`config.mk`:
```
export PLATFORM = sky130hd
export DESIGN_NAME = uart_tx_line
export DESIGN_NICKNAME = d
export VERILOG_FILES = /design/src/hdl/baud_gen.v /design/src/hdl/tx_queue.v /design/src/hdl/uart_tx_line.v
export VERILOG_INCLUDE_DIRS = /design/src /design/src/include
export SDC_FILE = /design/constraint.sdc
export NUM_CORES = 1
export LEC_CHECK = 0
export BUFFER_PORTS_ARGS = -buffer_cell sky130_fd_sc_hd__buf_2
export CELL_PAD_IN_SITES_DETAIL_PLACEMENT = 1
export CELL_PAD_IN_SITES_GLOBAL_PLACEMENT = 2
export CORE_MARGIN = 4
export CORE_UTILIZATION = 39
export DETAILED_ROUTE_END_ITERATION = 8
export PLACE_DENSITY_LB_ADDON = 0.1
export SYNTH_ARGS = -nofsm -noshare
export SYNTH_HDL_FRONTEND = slang
export SYNTH_SLANG_ARGS = --single-unit
```
`constraint.sdc`:
```
create_clock -name pclk -period 4.35 [get_ports pclk]
set_input_delay 0.6525 -clock pclk [delete_from_list [all_inputs] [get_ports pclk]]
set_output_delay 0.6525 -clock pclk [all_outputs]
set_load 0.05 [all_outputs]
```
`src/include/uart_tx_consts.vh`:
```
// constants of the serial transmitter
// assumes inclusion by bare name
`ifndef UART_TX_CONSTS_VH
`define UART_TX_CONSTS_VH

// ---------------------------------------------------------------------
// register map (byte addresses), fields and reset values
// ---------------------------------------------------------------------
`define ADDR_W 12
`define OFS_TX_DATA 12'h000
`define OFS_STATUS 12'h018
`define OFS_DIV_INT 12'h024
`define OFS_DIV_FRAC 12'h028
`define OFS_LINE_CTRL 12'h02C
`define OFS_CTRL 12'h030
`define DIV_INT_W 16
`define DIV_FRAC_W 6
`define LC_W 4
`define LC_BRK 0
`define LC_PEN 1
`define LC_EPS 2
`define LC_STP2 3
`define CTRL_OVS 3
`define ST_EMPTY 0
`define ST_FULL 1
`define ST_BUSY 2
`define ST_BREAK 3
`define RST_DIV_INT 16'h0000
`define RST_DIV_FRAC 6'h00
`define RST_LC 4'h0
`define RST_OVS 1'b0

// ---------------------------------------------------------------------
// frame and timing
// ---------------------------------------------------------------------
`define DATA_W 8
`define FIFO_DEPTH 8
`define DATA_LAST 3'h7
`define OS_CNT_W 4
`define OS16_LAST 4'hF
`define OS8_LAST 4'h7

`endif

```
`src/hdl/baud_gen.v`:
```
// fractional baud generator, one tick per bit period
// assumes divisor inputs stay stable while run is high
`timescale 1ns/10ps
`default_nettype none
`include "uart_tx_consts.vh"
module baud_gen #(
    parameter INT_W = `DIV_INT_W,
    parameter FRAC_W = `DIV_FRAC_W
) (
    input wire pclk, // reference clock
    input wire presetn, // async reset, low
    input wire run, // counting enabled, low clears
    input wire [INT_W-1:0] div_int, // integer divisor
    input wire [FRAC_W-1:0] div_frac, // fraction in 64ths
    input wire oversample_select, // 1: 8 samples a bit
    output reg bit_tick // one-cycle pulse per bit period
);
    reg [INT_W:0] cnt_r;
    reg [INT_W:0] limit_r;
    reg [FRAC_W-1:0] acc_r;
    reg [`OS_CNT_W-1:0] os_r;
    wire [FRAC_W:0] acc_sum = {1'b0, acc_r} + {1'b0, div_frac};
    wire [INT_W:0] cnt_inc = cnt_r + {{INT_W{1'b0}}, 1'b1};
    wire [`OS_CNT_W-1:0] os_last = oversample_select ? `OS8_LAST : `OS16_LAST;

    always @(posedge pclk or negedge presetn) begin
        if (!presetn) begin
            cnt_r <= {(INT_W+1){1'b0}};
            limit_r <= {(INT_W+1){1'b0}};
            acc_r <= {FRAC_W{1'b0}};
            os_r <= {`OS_CNT_W{1'b0}};
            bit_tick <= 1'b0;
        end else if (!run) begin
            cnt_r <= {(INT_W+1){1'b0}};
            limit_r <= {1'b0, div_int};
            acc_r <= {FRAC_W{1'b0}};
            os_r <= {`OS_CNT_W{1'b0}};
            bit_tick <= 1'b0;
        end else if (cnt_inc >= limit_r) begin
            // one sample period done; carry of the fraction adds a clock
            cnt_r <= {(INT_W+1){1'b0}};
            acc_r <= acc_sum[FRAC_W-1:0];
            limit_r <= {1'b0, div_int} + {{INT_W{1'b0}}, acc_sum[FRAC_W]};
            if (os_r == os_last) begin
                os_r <= {`OS_CNT_W{1'b0}};
                bit_tick <= 1'b1;
            end else begin
                os_r <= os_r + {{(`OS_CNT_W-1){1'b0}}, 1'b1};
                bit_tick <= 1'b0;
            end
        end else begin
            cnt_r <= cnt_inc;
            bit_tick <= 1'b0;
        end
    end
endmodule // baud_gen
`default_nettype wire

```
`src/hdl/tx_queue.v`:
```
// first-in first-out queue between the register bus and the transmitter
// assumes depth is a power of two; head word comes out of a register
`timescale 1ns/10ps
`default_nettype none
module tx_queue #(
    parameter WIDTH = 8,
    parameter DEPTH = 8
) (
    input wire pclk, // bus clock
    input wire presetn, // async reset, low
    input wire in_valid, // push request
    output wire in_ready, // room for a word
    input wire [WIDTH-1:0] in_data, // word pushed
    output reg out_valid, // head word present
    input wire out_ready, // pop request
    output reg [WIDTH-1:0] out_data, // head word
    output wire full, // no room
    output wire empty // nothing stored
);
    localparam AW = $clog2(DEPTH);
    reg [WIDTH-1:0] mem [0:DEPTH-1];
    reg [AW-1:0] wr_ptr_r;
    reg [AW-1:0] rd_ptr_r;
    reg [AW:0] count_r;
    wire push = in_valid & in_ready;
    wire pop = out_valid & out_ready;
    wire [AW-1:0] rd_nxt = pop ? rd_ptr_r + {{(AW-1){1'b0}}, 1'b1} : rd_ptr_r;
    wire [AW:0] count_nxt = count_r + {{AW{1'b0}}, push} - {{AW{1'b0}}, pop};

    assign full = (count_r == DEPTH[AW:0]);
    assign empty = (count_r == {(AW+1){1'b0}});
    assign in_ready = ~full;

    always @(posedge pclk) begin
        if (push)
            mem[wr_ptr_r] <= in_data;
    end

    always @(posedge pclk or negedge presetn) begin
        if (!presetn) begin
            wr_ptr_r <= {AW{1'b0}};
            rd_ptr_r <= {AW{1'b0}};
            count_r <= {(AW+1){1'b0}};
            out_valid <= 1'b0;
            out_data <= {WIDTH{1'b0}};
        end else begin
            if (push)
                wr_ptr_r <= wr_ptr_r + {{(AW-1){1'b0}}, 1'b1};
            rd_ptr_r <= rd_nxt;
            count_r <= count_nxt;
            out_valid <= (count_nxt != {(AW+1){1'b0}});
            // bypass when the word just pushed becomes the head
            if (push && wr_ptr_r == rd_nxt)
                out_data <= in_data;
            else
                out_data <= mem[rd_nxt];
        end
    end
endmodule // tx_queue
`default_nettype wire

```
`src/hdl/uart_tx_line.v`:
```
// serial transmitter with fractional baud divisor and line control, reached over APB
// assumes pclk is also the serial reference clock; APB master on the same clock
//
// Functional notes
// - divisor is clock over 16 or 8 times baud
// - divisor is integer plus six-bit fraction
// - new divisors apply only between characters
// - break drives line low after current character
// - break leaves queued characters untouched
// - parity bit sent only when parity enabled
// - even select 0 odd, 1 even parity
// - even select ignored with parity disabled
// - stop select 0 one, 1 two stops
// - oversample bit selects 16 or 8 samples a bit
//
// Our own choice: the APB slave port.
`timescale 1ns/10ps
`default_nettype none
`include "uart_tx_consts.vh"
module uart_tx_line #(
    parameter FIFO_DEPTH = `FIFO_DEPTH
) (
    input wire pclk, // bus and reference clock
    input wire presetn, // async reset, low
    input wire psel, // APB select
    input wire penable, // APB access phase
    input wire pwrite, // APB write
    input wire [`ADDR_W-1:0] paddr, // APB byte address
    input wire [31:0] pwdata, // APB write data
    output reg [31:0] prdata, // APB read data
    output reg pready, // APB ready
    output reg pslverr, // APB error, unmapped address
    output reg txd // serial transmit line
);
    // -----------------------------------------------------------------
    // states
    // -----------------------------------------------------------------
    localparam [2:0] S_IDLE = 3'h0;
    localparam [2:0] S_START = 3'h1;
    localparam [2:0] S_DATA = 3'h2;
    localparam [2:0] S_PARITY = 3'h3;
    localparam [2:0] S_STOP1 = 3'h4;
    localparam [2:0] S_STOP2 = 3'h5;
    localparam [2:0] S_BREAK = 3'h6;

    // -----------------------------------------------------------------
    // address decode
    // -----------------------------------------------------------------
    function addr_known;
        input [`ADDR_W-1:0] a;
        begin
            addr_known = (a == `OFS_TX_DATA) || (a == `OFS_STATUS) || (a == `OFS_DIV_INT) ||
                         (a == `OFS_DIV_FRAC) || (a == `OFS_LINE_CTRL) || (a == `OFS_CTRL);
        end
    endfunction

    // -----------------------------------------------------------------
    // declarations
    // -----------------------------------------------------------------
    reg [`DIV_INT_W-1:0] div_int_r;
    reg [`DIV_FRAC_W-1:0] div_frac_r;
    reg [`LC_W-1:0] line_ctrl_r;
    reg oversample_r;
    reg [`DIV_INT_W-1:0] div_int_act_r;
    reg [`DIV_FRAC_W-1:0] div_frac_act_r;
    reg oversample_act_r;
    reg [2:0] state_r;
    reg [`DATA_W-1:0] shift_r;
    reg [2:0] bit_idx_r;
    reg parity_r;
    reg pen_r;
    reg stp2_r;
    reg [31:0] rd_val;
    wire bit_tick;
    wire q_in_ready;
    wire q_out_valid;
    wire [`DATA_W-1:0] q_out_data;
    wire q_full;
    wire q_empty;

    wire setup_done = psel & penable;
    wire complete = setup_done & pready;
    wire data_addr = (paddr == `OFS_TX_DATA);
    wire push_stall = pwrite & data_addr & ~q_in_ready;
    wire launch = setup_done & ~pready & ~push_stall;
    wire wr = complete & pwrite;
    wire send_break = line_ctrl_r[`LC_BRK];
    wire idle = (state_r == S_IDLE);
    wire can_start = idle & ~send_break & q_out_valid & (div_int_act_r != `RST_DIV_INT);
    wire q_pop = can_start;

    // -----------------------------------------------------------------
    // transmit queue
    // -----------------------------------------------------------------
    tx_queue #(
        .WIDTH(`DATA_W),
        .DEPTH(FIFO_DEPTH)
    ) u_queue (
        .pclk(pclk),
        .presetn(presetn),
        .in_valid(wr & data_addr),
        .in_ready(q_in_ready),
        .in_data(pwdata[`DATA_W-1:0]),
        .out_valid(q_out_valid),
        .out_ready(q_pop),
        .out_data(q_out_data),
        .full(q_full),
        .empty(q_empty)
    );

    // -----------------------------------------------------------------
    // baud generator, running only while a frame or break is on the line
    // -----------------------------------------------------------------
    baud_gen #(
        .INT_W(`DIV_INT_W),
        .FRAC_W(`DIV_FRAC_W)
    ) u_baud (
        .pclk(pclk),
        .presetn(presetn),
        .run(~idle),
        .div_int(div_int_act_r),
        .div_frac(div_frac_act_r),
        .oversample_select(oversample_act_r),
        .bit_tick(bit_tick)
    );

    // -----------------------------------------------------------------
    // register read mux, reserved bits read zero
    // -----------------------------------------------------------------
    always @* begin
        rd_val = 32'h00000000;
        case (paddr)
            `OFS_DIV_INT: begin
                rd_val[`DIV_INT_W-1:0] = div_int_r;
            end
            `OFS_DIV_FRAC: begin
                rd_val[`DIV_FRAC_W-1:0] = div_frac_r;
            end
            `OFS_LINE_CTRL: begin
                rd_val[`LC_W-1:0] = line_ctrl_r;
            end
            `OFS_CTRL: begin
                rd_val[`CTRL_OVS] = oversample_r;
            end
            `OFS_STATUS: begin
                rd_val[`ST_EMPTY] = q_empty;
                rd_val[`ST_FULL] = q_full;
                rd_val[`ST_BUSY] = ~idle;
                rd_val[`ST_BREAK] = (state_r == S_BREAK);
            end
            default: begin
                rd_val = 32'h00000000;
            end
        endcase
    end

    // -----------------------------------------------------------------
    // APB slave: ready one cycle after the access phase opens, later for a data write to a full queue
    // -----------------------------------------------------------------
    always @(posedge pclk or negedge presetn) begin
        if (!presetn) begin
            pready <= 1'b0;
            prdata <= 32'h00000000;
            pslverr <= 1'b0;
        end else begin
            // a data write to a full queue waits here until a slot frees
            pready <= launch;
            if (launch) begin
                prdata <= pwrite ? 32'h00000000 : rd_val;
                pslverr <= ~addr_known(paddr);
            end else if (complete) begin
                prdata <= 32'h00000000;
                pslverr <= 1'b0;
            end
        end
    end

    // -----------------------------------------------------------------
    // software registers
    // -----------------------------------------------------------------
    always @(posedge pclk or negedge presetn) begin
        if (!presetn) begin
            div_int_r <= `RST_DIV_INT;
            div_frac_r <= `RST_DIV_FRAC;
            line_ctrl_r <= `RST_LC;
            oversample_r <= `RST_OVS;
        end else if (wr) begin
            case (paddr)
                `OFS_DIV_INT: begin
                    div_int_r <= pwdata[`DIV_INT_W-1:0];
                end
                `OFS_DIV_FRAC: begin
                    div_frac_r <= pwdata[`DIV_FRAC_W-1:0];
                end
                `OFS_LINE_CTRL: begin
                    line_ctrl_r <= pwdata[`LC_W-1:0];
                end
                `OFS_CTRL: begin
                    oversample_r <= pwdata[`CTRL_OVS];
                end
                default: begin
                    line_ctrl_r <= line_ctrl_r;
                end
            endcase
        end
    end

    // -----------------------------------------------------------------
    // divisor in use: copied only while no character is on the line
    // -----------------------------------------------------------------
    always @(posedge pclk or negedge presetn) begin
        if (!presetn) begin
            div_int_act_r <= `RST_DIV_INT;
            div_frac_act_r <= `RST_DIV_FRAC;
            oversample_act_r <= `RST_OVS;
        end else if (idle) begin
            div_int_act_r <= div_int_r;
            div_frac_act_r <= div_frac_r;
            oversample_act_r <= oversample_r;
        end
    end

    // -----------------------------------------------------------------
    // frame sequencer
    // -----------------------------------------------------------------
    always @(posedge pclk or negedge presetn) begin
        if (!presetn) begin
            state_r <= S_IDLE;
            txd <= 1'b1;
            shift_r <= {`DATA_W{1'b0}};
            bit_idx_r <= 3'h0;
            parity_r <= 1'b0;
            pen_r <= 1'b0;
            stp2_r <= 1'b0;
        end else begin
            case (state_r)
                S_IDLE: begin
                    txd <= 1'b1;
                    if (send_break) begin
                        // only entered between characters; queue is not popped
                        state_r <= S_BREAK;
                        txd <= 1'b0;
                    end else if (can_start) begin
                        state_r <= S_START;
                        txd <= 1'b0;
                        shift_r <= q_out_data;
                        bit_idx_r <= 3'h0;
                        pen_r <= line_ctrl_r[`LC_PEN];
                        stp2_r <= line_ctrl_r[`LC_STP2];
                        // even select is a don't-care unless pen is set
                        parity_r <= line_ctrl_r[`LC_EPS] ? ^q_out_data : ~^q_out_data;
                    end
                end
                S_START: begin
                    if (bit_tick) begin
                        state_r <= S_DATA;
                        txd <= shift_r[0];
                        shift_r <= shift_r >> 1;
                    end
                end
                S_DATA: begin
                    if (bit_tick) begin
                        if (bit_idx_r == `DATA_LAST) begin
                            if (pen_r) begin
                                state_r <= S_PARITY;
                                txd <= parity_r;
                            end else begin
                                state_r <= S_STOP1;
                                txd <= 1'b1;
                            end
                        end else begin
                            bit_idx_r <= bit_idx_r + 3'h1;
                            txd <= shift_r[0];
                            shift_r <= shift_r >> 1;
                        end
                    end
                end
                S_PARITY: begin
                    if (bit_tick) begin
                        state_r <= S_STOP1;
                        txd <= 1'b1;
                    end
                end
                S_STOP1: begin
                    if (bit_tick) begin
                        state_r <= stp2_r ? S_STOP2 : S_IDLE;
                    end
                end
                S_STOP2: begin
                    if (bit_tick) begin
                        state_r <= S_IDLE;
                    end
                end
                S_BREAK: begin
                    // line held low in whole bit periods; software keeps it a frame long
                    txd <= 1'b0;
                    if (bit_tick && !send_break) begin
                        state_r <= S_STOP1; // a stop-length mark follows the break
                        txd <= 1'b1;
                    end
                end
                default: begin
                    state_r <= S_IDLE;
                    txd <= 1'b1;
                end
            endcase
        end
    end
endmodule // uart_tx_line
`default_nettype wire

```
==> reports/qor.csv, run 1 <==
metric,value,unit
Slew HR,0.2751,
worst reg-to-reg path cell count,14,
final hold violations,0,
Initial Util,0.4005,
Site Rows,61,
Final Util,0.4522,
unrepaired setup endpoints after global routing,no,
Total Wirelength,28060,um
"most common cell after layout, fill and taps aside",nand2_1,
GRT overflow,0,
Post-Syn Area per Cell,10.24,um2
average routed wire per standard cell,18.14,um
Final setup viols,0,
number of port buffers,51,
switch share,0.2767,
ys flop type,dfrtp_1,
largest net degree at the start of global routing,85,
register area share after synthesis,0.5033,
clock power share,0.416,
Clock Skews,0.01033,ns
gpl congestion,0.7320,
critical path peak fanout,13,
Die Y,178.1,um
Critical Path Start Type,flop,
1st-iter DRT viols,353,
via count,8080,
first-pass GRT wire length,45450,um
clock sinks,214,
Antenna Nets Post-Route,0,
P_sw,0.001389,W
First-pass DRT Iterations,5,
layout cell share with drive strength beyond 1,0.1506,
number of setup buffers added after CTS,0,
Pint,0.003631,W
clk buf depth,3,
Crit. End Element,flop,
Root Buffer,clkbuf_16,
sequential share of power,0.438,
Chip Width,178.1,um
Post-synth EDFFs,64,
post-cts repair resize count,0,
CTS tree,done,
DIE AREA,0.03170,mm2
Leak,5.660,nW
max-slew violation count,0,
Mapped Cells,1101,
Ys Warns,0,
"Cell Count, Final, Fillers Out",1547,
worst slew pin tran,1.084,ns
vias in the first global route,8266,
Critical Path RT,4.76,ns
DRC Markers,0,
Fin Setup TNS,0,ns
Crit Path Class,flop to flop,
Max Cap Violations,0,
clock slew at reported path FFs,0.06,ns
Critical Path AT,3.93,ns
initial antenna violation count,0,
Final nets,1238,
CTS buffer count,26,
hold_ws,0.1435,ns
CORE AREA,0.02816,mm2
combinational power share,0.146,
synth unique cells,68,
Peak VDD IR,0.0002301,V
Tot GR Track Use,0.1795,
pwr/cell area,394.1,mW/mm2
worst skew pair latency,0.52,ns
I/O pin cnt,84,
fin crit period,3.517,ns
# diodes,0,
FMAX,284.3,MHz
most frequent cells in the layout,"nand2_1 (178), dfrtp_1 (148), a21oi_1 (93)",
status,"finished, final reports clean",
H-tree levels,1,
P&R area growth vs syn,12.92,%
hold-fix buffers at CTS,0,
vias per cell,5.223,
Final HPWL DP,19370,um
worst hold path class,input pin to async pin,
cell area after synthesis,0.01128,mm2
Cells after DPL,1500,
total power,0.005019,W
"FF+latch count, synth",214,
fin crit share,0.8086,
Async SR Flop Fraction,0.7009,
## layer usage
layer | vias up | global-route usage | wire, um
met5 | - | 0 | 0
met4 | 0 | 0.03706 | 461
met3 | 30 | 0.02056 | 856
met2 | 103 | 0.2816 | 12610
met1 | 4043 | 0.2699 | 14130
li1 | 3904 | - | -
## power groups by stage
| stage | clock (W) | sequential [W] | combinational (W) |
|---|---|---|---|
| after CTS | 0.00215 | 0.00220 | 0.000748 |
| final | 0.00209 | 0.00220 | 0.000733 |
| after global placement | 0 | 0.00223 | 0.000732 |
| after floorplan | 0 | 0.00224 | 0.000501 |
| after detailed placement | 0 | 0.00223 | 0.000745 |
| after global routing | 0.00225 | 0.00220 | 0.000819 |
## cells in the mapped netlist (all sizes together), types with 2 or more instances
library cell,count,share of area
a21o,10,0.0067
nor3,43,0.020
mux2i,28,0.026
a211oi,5,0.0033
a22oi,5,0.0033
or3,2,0.0011
nor4,18,0.017
a22o,13,0.010
o21ai,33,0.015
clkbuf,34,0.012
nor2b,21,0.012
o211ai,5,0.0033
dfrtp,149,0.33
xor2,25,0.019
o21a,3,0.0020
nand3,29,0.013
a31oi,3,0.0022
nand2b,71,0.039
nor3b,6,0.0040
and4,4,0.0032
a21oi,93,0.041
and2,5,0.0028
mux2,39,0.039
edfxtp,64,0.17
ha,37,0.041
nor2,37,0.012
nand2,181,0.061
and3,10,0.0055
xnor2,25,0.024
buf,34,0.020
nand4,15,0.011
fa,2,0.0036
inv,34,0.011
## worst max-delay path, stage by stage, from the launching register on
cell     delay (ns)
dfrtp_1        0.46
ha_1           0.29
and3_1         0.22
nand4_1        0.22
nor2_1         0.19
xor2_1         0.20
ha_1           0.28
nand4_1        0.13
nor4_1         0.08
a211o_1        0.26
a21o_1         0.19
a21oi_1        0.20
nand3_1        0.16
buf_4          0.24
mux2_2         0.28
## flip-flops by register name (all words and copies together), names as in the netlist, 4 cells and up
| register | flops |
|---|---|
| div_frac_r | 6 |
| u_baud.os_r | 4 |
| u_queue.count_r | 4 |
| div_int_r | 16 |
| prdata | 16 |
| u_baud.acc_r | 6 |
| div_frac_act_r | 6 |
| u_queue.out_data | 8 |
| u_baud.cnt_r | 17 |
| shift_r | 8 |
| div_int_act_r | 16 |
| u_queue.mem | 64 |
| line_ctrl_r | 4 |
| u_baud.limit_r | 17 |
## final timing paths
| path | slack, ns | from | end |
|---|---|---|---|
| hold / removal | 0.14 | presetn | u_baud.cnt_r[12] |
| max in group asynchronous | 3.26 | presetn | txd |
| min in group pclk | 0.37 | pwdata[10] | div_int_r[10] |
| hold reg to reg | 0.49 | div_frac_act_r[2] | div_frac_act_r[2] |
| setup / recovery | 0.83 | u_baud.cnt_r[0] | u_baud.limit_r[16] |
| setup reg to reg | 0.83 | u_baud.cnt_r[0] | u_baud.limit_r[16] |
## area by class of cell
cell class	instances	area, um2
Tap cell	378	473.0
Clock buffer	43	805.8
Sequential cell	214	5678
Clock inverter	4	23.77
Timing Repair Buffer	74	446.7
Fill cell	3124	15430
Inverter	34	127.6
Multi-Input combinational cell	800	5181
## cell families after synthesis
kind of cell | share of synthesized area
other | 0.0003325
adder cells (fa/ha/maj) | 0.04460
AND/OR/NAND/NOR | 0.2047
XOR/XNOR | 0.04349
multiplexers | 0.06446
AO/OA/AOI/OAI | 0.09630
buffers and inverters | 0.04282
flip-flops | 0.5033
## metrics by stage
stage / worst slack, ns / instance area, um2
finish: 0.8328 / 12740
global route: 0.4979 / 12740
CTS: 0.8159 / 12740
detailed placement: 0.8393 / 11910
global placement: 0.9165 / 11910
floorplan: 1.286 / 11330
Power figures use the tool's default switching activity.
==> run 2, diff against run 1 <==
clock period = 3.3 ns   (was 4.35 ns; I/O delays follow)
==> reports/qor.csv, run 2 (synthesis results as in run 1) <==
metric,value,unit,change
status,"finished, final reports clean",,unchanged
clock slew at reported path FFs,0.06,ns,about the same
P_sw,0.001889,W,was 0.001389 W
Peak VDD IR,0.0003781,V,was 0.0002301 V
P&R area growth vs syn,16.79,%,was 12.92%
FMAX,316.4,MHz,was 284.3 MHz
Slew HR,0.3054,,was 0.2751
CTS tree,done,,unchanged
Crit Path Class,flop to flop,,unchanged
max FFs per register,64,,unchanged
"Cell Count, Final, Fillers Out",1574,,was 1547
GRT overflow,0,,unchanged
Final setup viols,0,,unchanged
Max Cap Violations,0,,unchanged
pwr/cell area,531.0,mW/mm2,was 394.1 mW/mm2
DIE AREA,0.03170,mm2,unchanged
initial antenna violation count,1,,was 0
top flop regs,"u_queue.mem x64, u_baud.cnt_r x17, u_baud.limit_r x17",,unchanged
DRC Markers,0,,unchanged
Max stage delay on crit path,0.36,ns,was 0.46 ns
most frequent cells in the layout,"nand2_1 (178), dfrtp_1 (148), a21oi_1 (92)",,"was nand2_1 (178), dfrtp_1 (148), a21oi_1 (93)"
max-slew violation count,0,,unchanged
Clock Skews,0.01591,ns,was 0.01033 ns
Die Y,178.1,um,unchanged
H-tree levels,1,,unchanged
Final HPWL DP,20280,um,was 19370 um
gpl congestion,0.7664,,was 0.7320
layout cell share with drive strength beyond 1,0.1831,,was 0.1506
# diodes,0,,unchanged
Site Rows,61,,unchanged
area of the multi-input gates,0.005260,mm2,was 0.005181 mm2
vias in the first global route,8617,,was 8266
CORE AREA,0.02816,mm2,unchanged
Total Wirelength,29770,um,was 28060 um
fillers,3142,,was 3124
Pint,0.005106,W,was 0.003631 W
Fin Setup TNS,0,ns,unchanged
combinational power share,0.146,,about the same
Cells after DPL,1522,,was 1500
Antenna Nets Post-Route,0,,unchanged
CP cell instances,and4_4 -> and3_4 -> nand4_1 -> buf_4 -> nor2_1 -> xor2_1 -> ha_1 -> nand4_1 -> nor4_1 -> a211o_1 -> a21o_4 -> a21oi_4 -> nand3_4 -> buf_12 -> mux2i_1,,was ha_1 -> and3_1 -> nand4_1 -> nor2_1 -> xor2_1 -> ha_1 -> nand4_1 -> nor4_1 -> a211o_1 -> a21o_1 -> a21oi_1 -> nand3_1 -> buf_4 -> mux2_2
critical path peak fanout,19,,was 13
First-pass DRT Iterations,5,,unchanged
CP most frequent cell,nand4_1,,
switch share,0.2700,,was 0.2767
fin crit share,0.9578,,was 0.8086
Chip Width,178.1,um,unchanged
worst skew pair latency,0.53,ns,was 0.52 ns
vias per cell,5.272,,was 5.223
"most common cell after layout, fill and taps aside",nand2_1,,unchanged
worst slew pin tran,1.042,ns,was 1.084 ns
Crit-path slowest cell,dfrtp_1,,unchanged
average routed wire per standard cell,18.92,um,was 18.14 um
clk buf depth,3,,unchanged
crit path from,u_baud.cnt_r[5],,was u_baud.cnt_r[0]
sequential cell area,0.005678,mm2,unchanged
Critical Path Start Type,flop,,unchanged
Final nets,1265,,was 1238
1st-iter DRT viols,475,,was 353
Crit. End Element,flop,,unchanged
via count,8298,,was 8080
Root Buffer,clkbuf_16,,unchanged
Critical Path RT,3.71,ns,was 4.76 ns
beginning of the worst hold path,pwdata[10],,
fin crit period,3.161,ns,was 3.517 ns
sequential share of power,0.414,,was 0.438
first-pass GRT wire length,47690,um,was 45450 um
crit path buf inv count,2,,was 1
Largest Register,u_queue.mem,,unchanged
Critical Path AT,3.57,ns,was 3.93 ns
final hold violations,0,,unchanged
crit-path leading delay family,simple AND/OR/NAND/NOR gates,,unchanged
worst hold path class,input pin to flop,,was input pin to async pin
I/O pin cnt,84,,unchanged
largest net degree at the start of global routing,75,,was 85
clock power share,0.441,,was 0.416
Leak,5.881,nW,was 5.660 nW
Tot GR Track Use,0.1887,,was 0.1795
clock sinks,214,,unchanged
Initial Util,0.4005,,unchanged
launch point of the worst reg-to-reg path,u_baud.cnt_r[5],,was u_baud.cnt_r[0]
number of port buffers,51,,unchanged
CTS buffer count,26,,unchanged
flop2flop setup slack,0.14,ns,was 0.83 ns
## run 2: path summary, 6_finish.rpt
path	cells past startpoint	to
max reg2reg	15	u_baud.limit_r[4]
max in group asynchronous	3	txd
min in group asynchronous	2	u_baud.cnt_r[9]
max	15	u_baud.limit_r[4]
min reg2reg	2	pslverr
min	2	div_int_r[10]
## run 2: power by group through the flow
stage               registers [W]  clock network [W]  logic (W)
floorplan                 0.00295                  0   0.000661
global placement          0.00294                  0    0.00100
detailed placement        0.00294                  0    0.00102
CTS                       0.00289            0.00317    0.00103
global route              0.00290            0.00331    0.00113
finish                    0.00289            0.00308    0.00102
## run 2: what timing repair did
item                                   in CTS  in global routing
setup buffers                               0                  3
resized for setup                           5                 18
hold buffers                                1                  0
setup endpoints to repair                  31                 44
pin swaps                                   1                  6
endpoints found under the hold margin       6                  0
cloned                                      0                  1
## run 2: final cells by class
class / instances / share of cell area
timing repair buffer: 100 / 0.05263
tap: 378 / 0.03591
sequential: 214 / 0.4311
clock buffer: 39 / 0.06241
clock inverter: 8 / 0.008929
inverter: 34 / 0.009689
multi-input combinational: 801 / 0.3994
## run 2: metal layers
layer  vias to the layer above  global-route usage  share of wire
met4                         0             0.04963          0.019
li1                       3960                   -              -
met1                      4167              0.2784           0.49
met5                         -                   0              0
met2                       130              0.2963           0.45
met3                        41             0.02162          0.040
## run 2: metrics by stage
| step | total power (W) | hold slack [ns] | instance area (um2) | setup slack, ns | utilization |
|---|---|---|---|---|---|
| 3_3_place_gp | 0.003943 | 0.4686 | 12100 | 0.05479 | 0.4295 |
| 4_1_cts | 0.007099 | 0.1750 | 13060 | 0.05108 | 0.4637 |
| 6_report | 0.006995 | 0.1994 | 13170 | 0.1392 | 0.4677 |
| 3_5_place_dp | 0.003961 | 0.4722 | 12100 | -0.02446 | 0.4295 |
| 2_1_floorplan | 0.003613 | 0.1994 | 11330 | 0.2365 | - |
| 5_1_grt | 0.007343 | 0.1818 | 13170 | -0.01097 | 0.4677 |
## run 2: worst register-to-register path, cell delays in order, from the launching register on
cell and delay, ns:
dfrtp_1 0.36, and4_4 0.24, and3_4 0.19, nand4_1 0.07
buf_4 0.17, nor2_1 0.13, xor2_1 0.23, ha_1 0.28
nand4_1 0.11, nor4_1 0.07, a211o_1 0.29, a21o_4 0.25
a21oi_4 0.19, nand3_4 0.14, buf_12 0.19, mux2i_1 0.12
==> run 3, diff against run 2 <==
CORE_UTILIZATION = 40   (was 39)
==> reports/qor.csv, run 3 (synthesis results as in run 1) <==
metric,value,unit,change
crit path from,u_baud.cnt_r[5],,unchanged
Final Util,0.4698,,was 0.4677
Final HPWL DP,19840,um,was 20280 um
launch point of the worst reg-to-reg path,u_baud.cnt_r[5],,unchanged
Initial Util,0.4060,,was 0.4005
H-tree levels,1,,unchanged
area of the multi-input gates,0.005241,mm2,was 0.005260 mm2
Critical Path AT,3.52,ns,was 3.57 ns
unrepaired setup endpoints after global routing,yes,,
Slew HR,0.2708,,was 0.3054
worst hold path class,input pin to flop,,unchanged
Crit-path slowest cell,dfrtp_1,,unchanged
worst reg-to-reg path cell count,14,,was 15
vias per cell,5.167,,was 5.272
Max stage delay on crit path,0.36,ns,about the same
max FFs per register,64,,unchanged
via count,8128,,was 8298
flop2flop setup slack,0.18,ns,was 0.14 ns
fin area,0.01305,mm2,was 0.01317 mm2
hold_ws,0.2098,ns,was 0.1994 ns
first-pass GRT wire length,46370,um,was 47690 um
worst slew pin tran,1.094,ns,was 1.042 ns
fillers,3125,,was 3142
CORE AREA,0.02778,mm2,was 0.02816 mm2
Fin Setup TNS,0,ns,unchanged
number of port buffers,51,,unchanged
critical path peak fanout,6,,was 19
clock slew at reported path FFs,0.06,ns,about the same
Largest Register,u_queue.mem,,unchanged
Critical Path Start Type,flop,,unchanged
Final setup viols,0,,unchanged
Site Rows,61,,unchanged
vias in the first global route,8474,,was 8617
sequential cell area,0.005678,mm2,unchanged
First-pass DRT Iterations,4,,was 5
status,"finished, final reports clean",,unchanged
gpl congestion,0.7666,,was 0.7664
Crit Path Class,flop to flop,,unchanged
layout cell share with drive strength beyond 1,0.1774,,was 0.1831
DRC Markers,0,,unchanged
worst skew pair latency,0.52,ns,was 0.53 ns
I/O pin cnt,84,,unchanged
CTS tree,done,,unchanged
Tot GR Track Use,0.1840,,was 0.1887
clock sinks,214,,unchanged
P&R area growth vs syn,15.73,%,was 16.79%
final hold violations,0,,unchanged
fin crit share,0.9456,,was 0.9578
top flop regs,"u_queue.mem x64, u_baud.cnt_r x17, u_baud.limit_r x17",,unchanged
placed cell area,0.01210,mm2,about the same
largest net degree at the start of global routing,74,,was 75
Final nets,1264,,was 1265
Antenna Nets Post-Route,0,,unchanged
"most common cell after layout, fill and taps aside",nand2_1,,unchanged
Root Buffer,clkbuf_16,,unchanged
pwr/cell area,511.1,mW/mm2,was 531.0 mW/mm2
Peak VDD IR,0.0003598,V,was 0.0003781 V
Die Y,175.9,um,was 178.1 um
CTS buffer count,25,,was 26
CP most frequent cell,nand4_1,,unchanged
Critical Path RT,3.70,ns,was 3.71 ns
average routed wire per standard cell,18.05,um,was 18.92 um
GRT overflow,0,,unchanged
FMAX,320.5,MHz,was 316.4 MHz
# diodes,0,,unchanged
Clock Skews,0.01557,ns,was 0.01591 ns
most frequent cells in the layout,"nand2_1 (178), dfrtp_1 (148), a21oi_1 (91)",,"was nand2_1 (178), dfrtp_1 (148), a21oi_1 (92)"
1st-iter DRT viols,372,,was 475
fin crit period,3.121,ns,was 3.161 ns
CP Capture Point,u_baud.limit_r[6],,was u_baud.limit_r[4]
Critical R2R Capture,u_baud.limit_r[6],,was u_baud.limit_r[4]
Total Wirelength,28400,um,was 29770 um
max-slew violation count,0,,unchanged
Leak,5.827,nW,was 5.881 nW
DIE AREA,0.03095,mm2,was 0.03170 mm2
clk buf depth,3,,unchanged
Crit. End Element,flop,,unchanged
initial antenna violation count,0,,was 1
Max Cap Violations,0,,unchanged
CP cell instances,and4_4 -> and3_4 -> nand4_1 -> nor2_1 -> xor2_1 -> ha_1 -> nand4_1 -> nor4_2 -> a211o_1 -> a21o_1 -> a21oi_4 -> nand3_4 -> buf_6 -> mux2i_1,,was and4_4 -> and3_4 -> nand4_1 -> buf_4 -> nor2_1 -> xor2_1 -> ha_1 -> nand4_1 -> nor4_1 -> a211o_1 -> a21o_4 -> a21oi_4 -> nand3_4 -> buf_12 -> mux2i_1
Chip Width,175.9,um,was 178.1 um
run 3: cell types whose count changed in the layout (fill, tap and decap cells not counted), moves of 2 or more:
cell / previous run / this run
clkbuf_16: 28 / 26
clkinv_2: 4 / 6
clkbuf_8: 8 / 3
o21ai_1: 1 / 4
o21ai_0: 30 / 27
clkinv_1: 0 / 3
run 3: report_power, final:
part | total, W | leakage, nW | switching [W] | internal [W]
combinational | 0.00101 | 2.79 | 0.000674 | 0.000333
clock | 0.00277 | 0.408 | 0.00111 | 0.00166
sequential | 0.00289 | 2.63 | 0.0000654 | 0.00282
run 3: worst min path at each step:
| stage | startpoint | endpoint | slack, ns | cells after the start |
|---|---|---|---|---|
| 2_1_floorplan | presetn | bit_idx_r[0] | 0.20 | 0 |
| 3_3_place_gp | parity_r | parity_r | 0.47 | 2 |
| 3_5_place_dp | pslverr | pslverr | 0.48 | 2 |
| 4_1_cts | pwdata[11] | div_int_r[11] | 0.19 | 2 |
| 5_1_grt | pwdata[13] | div_int_r[13] | 0.20 | 2 |
| 6_report | pwdata[11] | div_int_r[11] | 0.21 | 2 |
run 3: cell type report:
class,count,share of cell area
Clock buffer,33,0.05416
Clock inverter,13,0.009011
Timing Repair Buffer,101,0.05426
Tap cell,378,0.03623
Multi-Input combinational cell,800,0.4016
Inverter,34,0.009778
Sequential cell,214,0.4350
run 3: timing repair:
action	4_1_cts	5_1_grt
endpoints found under the hold margin	4	0
resized for setup	4	21
pin swaps	0	14
setup endpoints to repair	33	44
hold buffers	1	0
buffers inserted	0	3
run 3: metal layers:
| layer | wire length [um] | up-vias | global-route usage |
|---|---|---|---|
| met4 | 255 | 0 | 0.02599 |
| met1 | 14340 | 4041 | 0.2745 |
| met3 | 924 | 21 | 0.02389 |
| met5 | 0 | - | 0 |
| met2 | 12880 | 108 | 0.2956 |
| li1 | - | 3958 | - |
run 3: metrics by stage:
| stage | total power, W | setup slack [ns] | std cells |
|---|---|---|---|
| 2_1_floorplan | 0.003613 | 0.2365 | 1116 |
| 3_3_place_gp | 0.003936 | 0.07147 | 1523 |
| 4_1_cts | 0.006765 | 0.04008 | 1570 |
| 6_report | 0.006671 | 0.1794 | 1573 |
| 3_5_place_dp | 0.003955 | 0.01419 | 1523 |
| 5_1_grt | 0.007003 | -0.003763 | 1573 |
run 3: worst max-delay path, delay by kind of cell, from the launching register on:
kind	cells	cell delay, ns
fa+ha+maj	1	0.28
simple gates	7	1.20
mux	1	0.12
flops	1	0.36
xor+xnor	1	0.23
buf+inv	1	0.18
compound gates	3	0.64
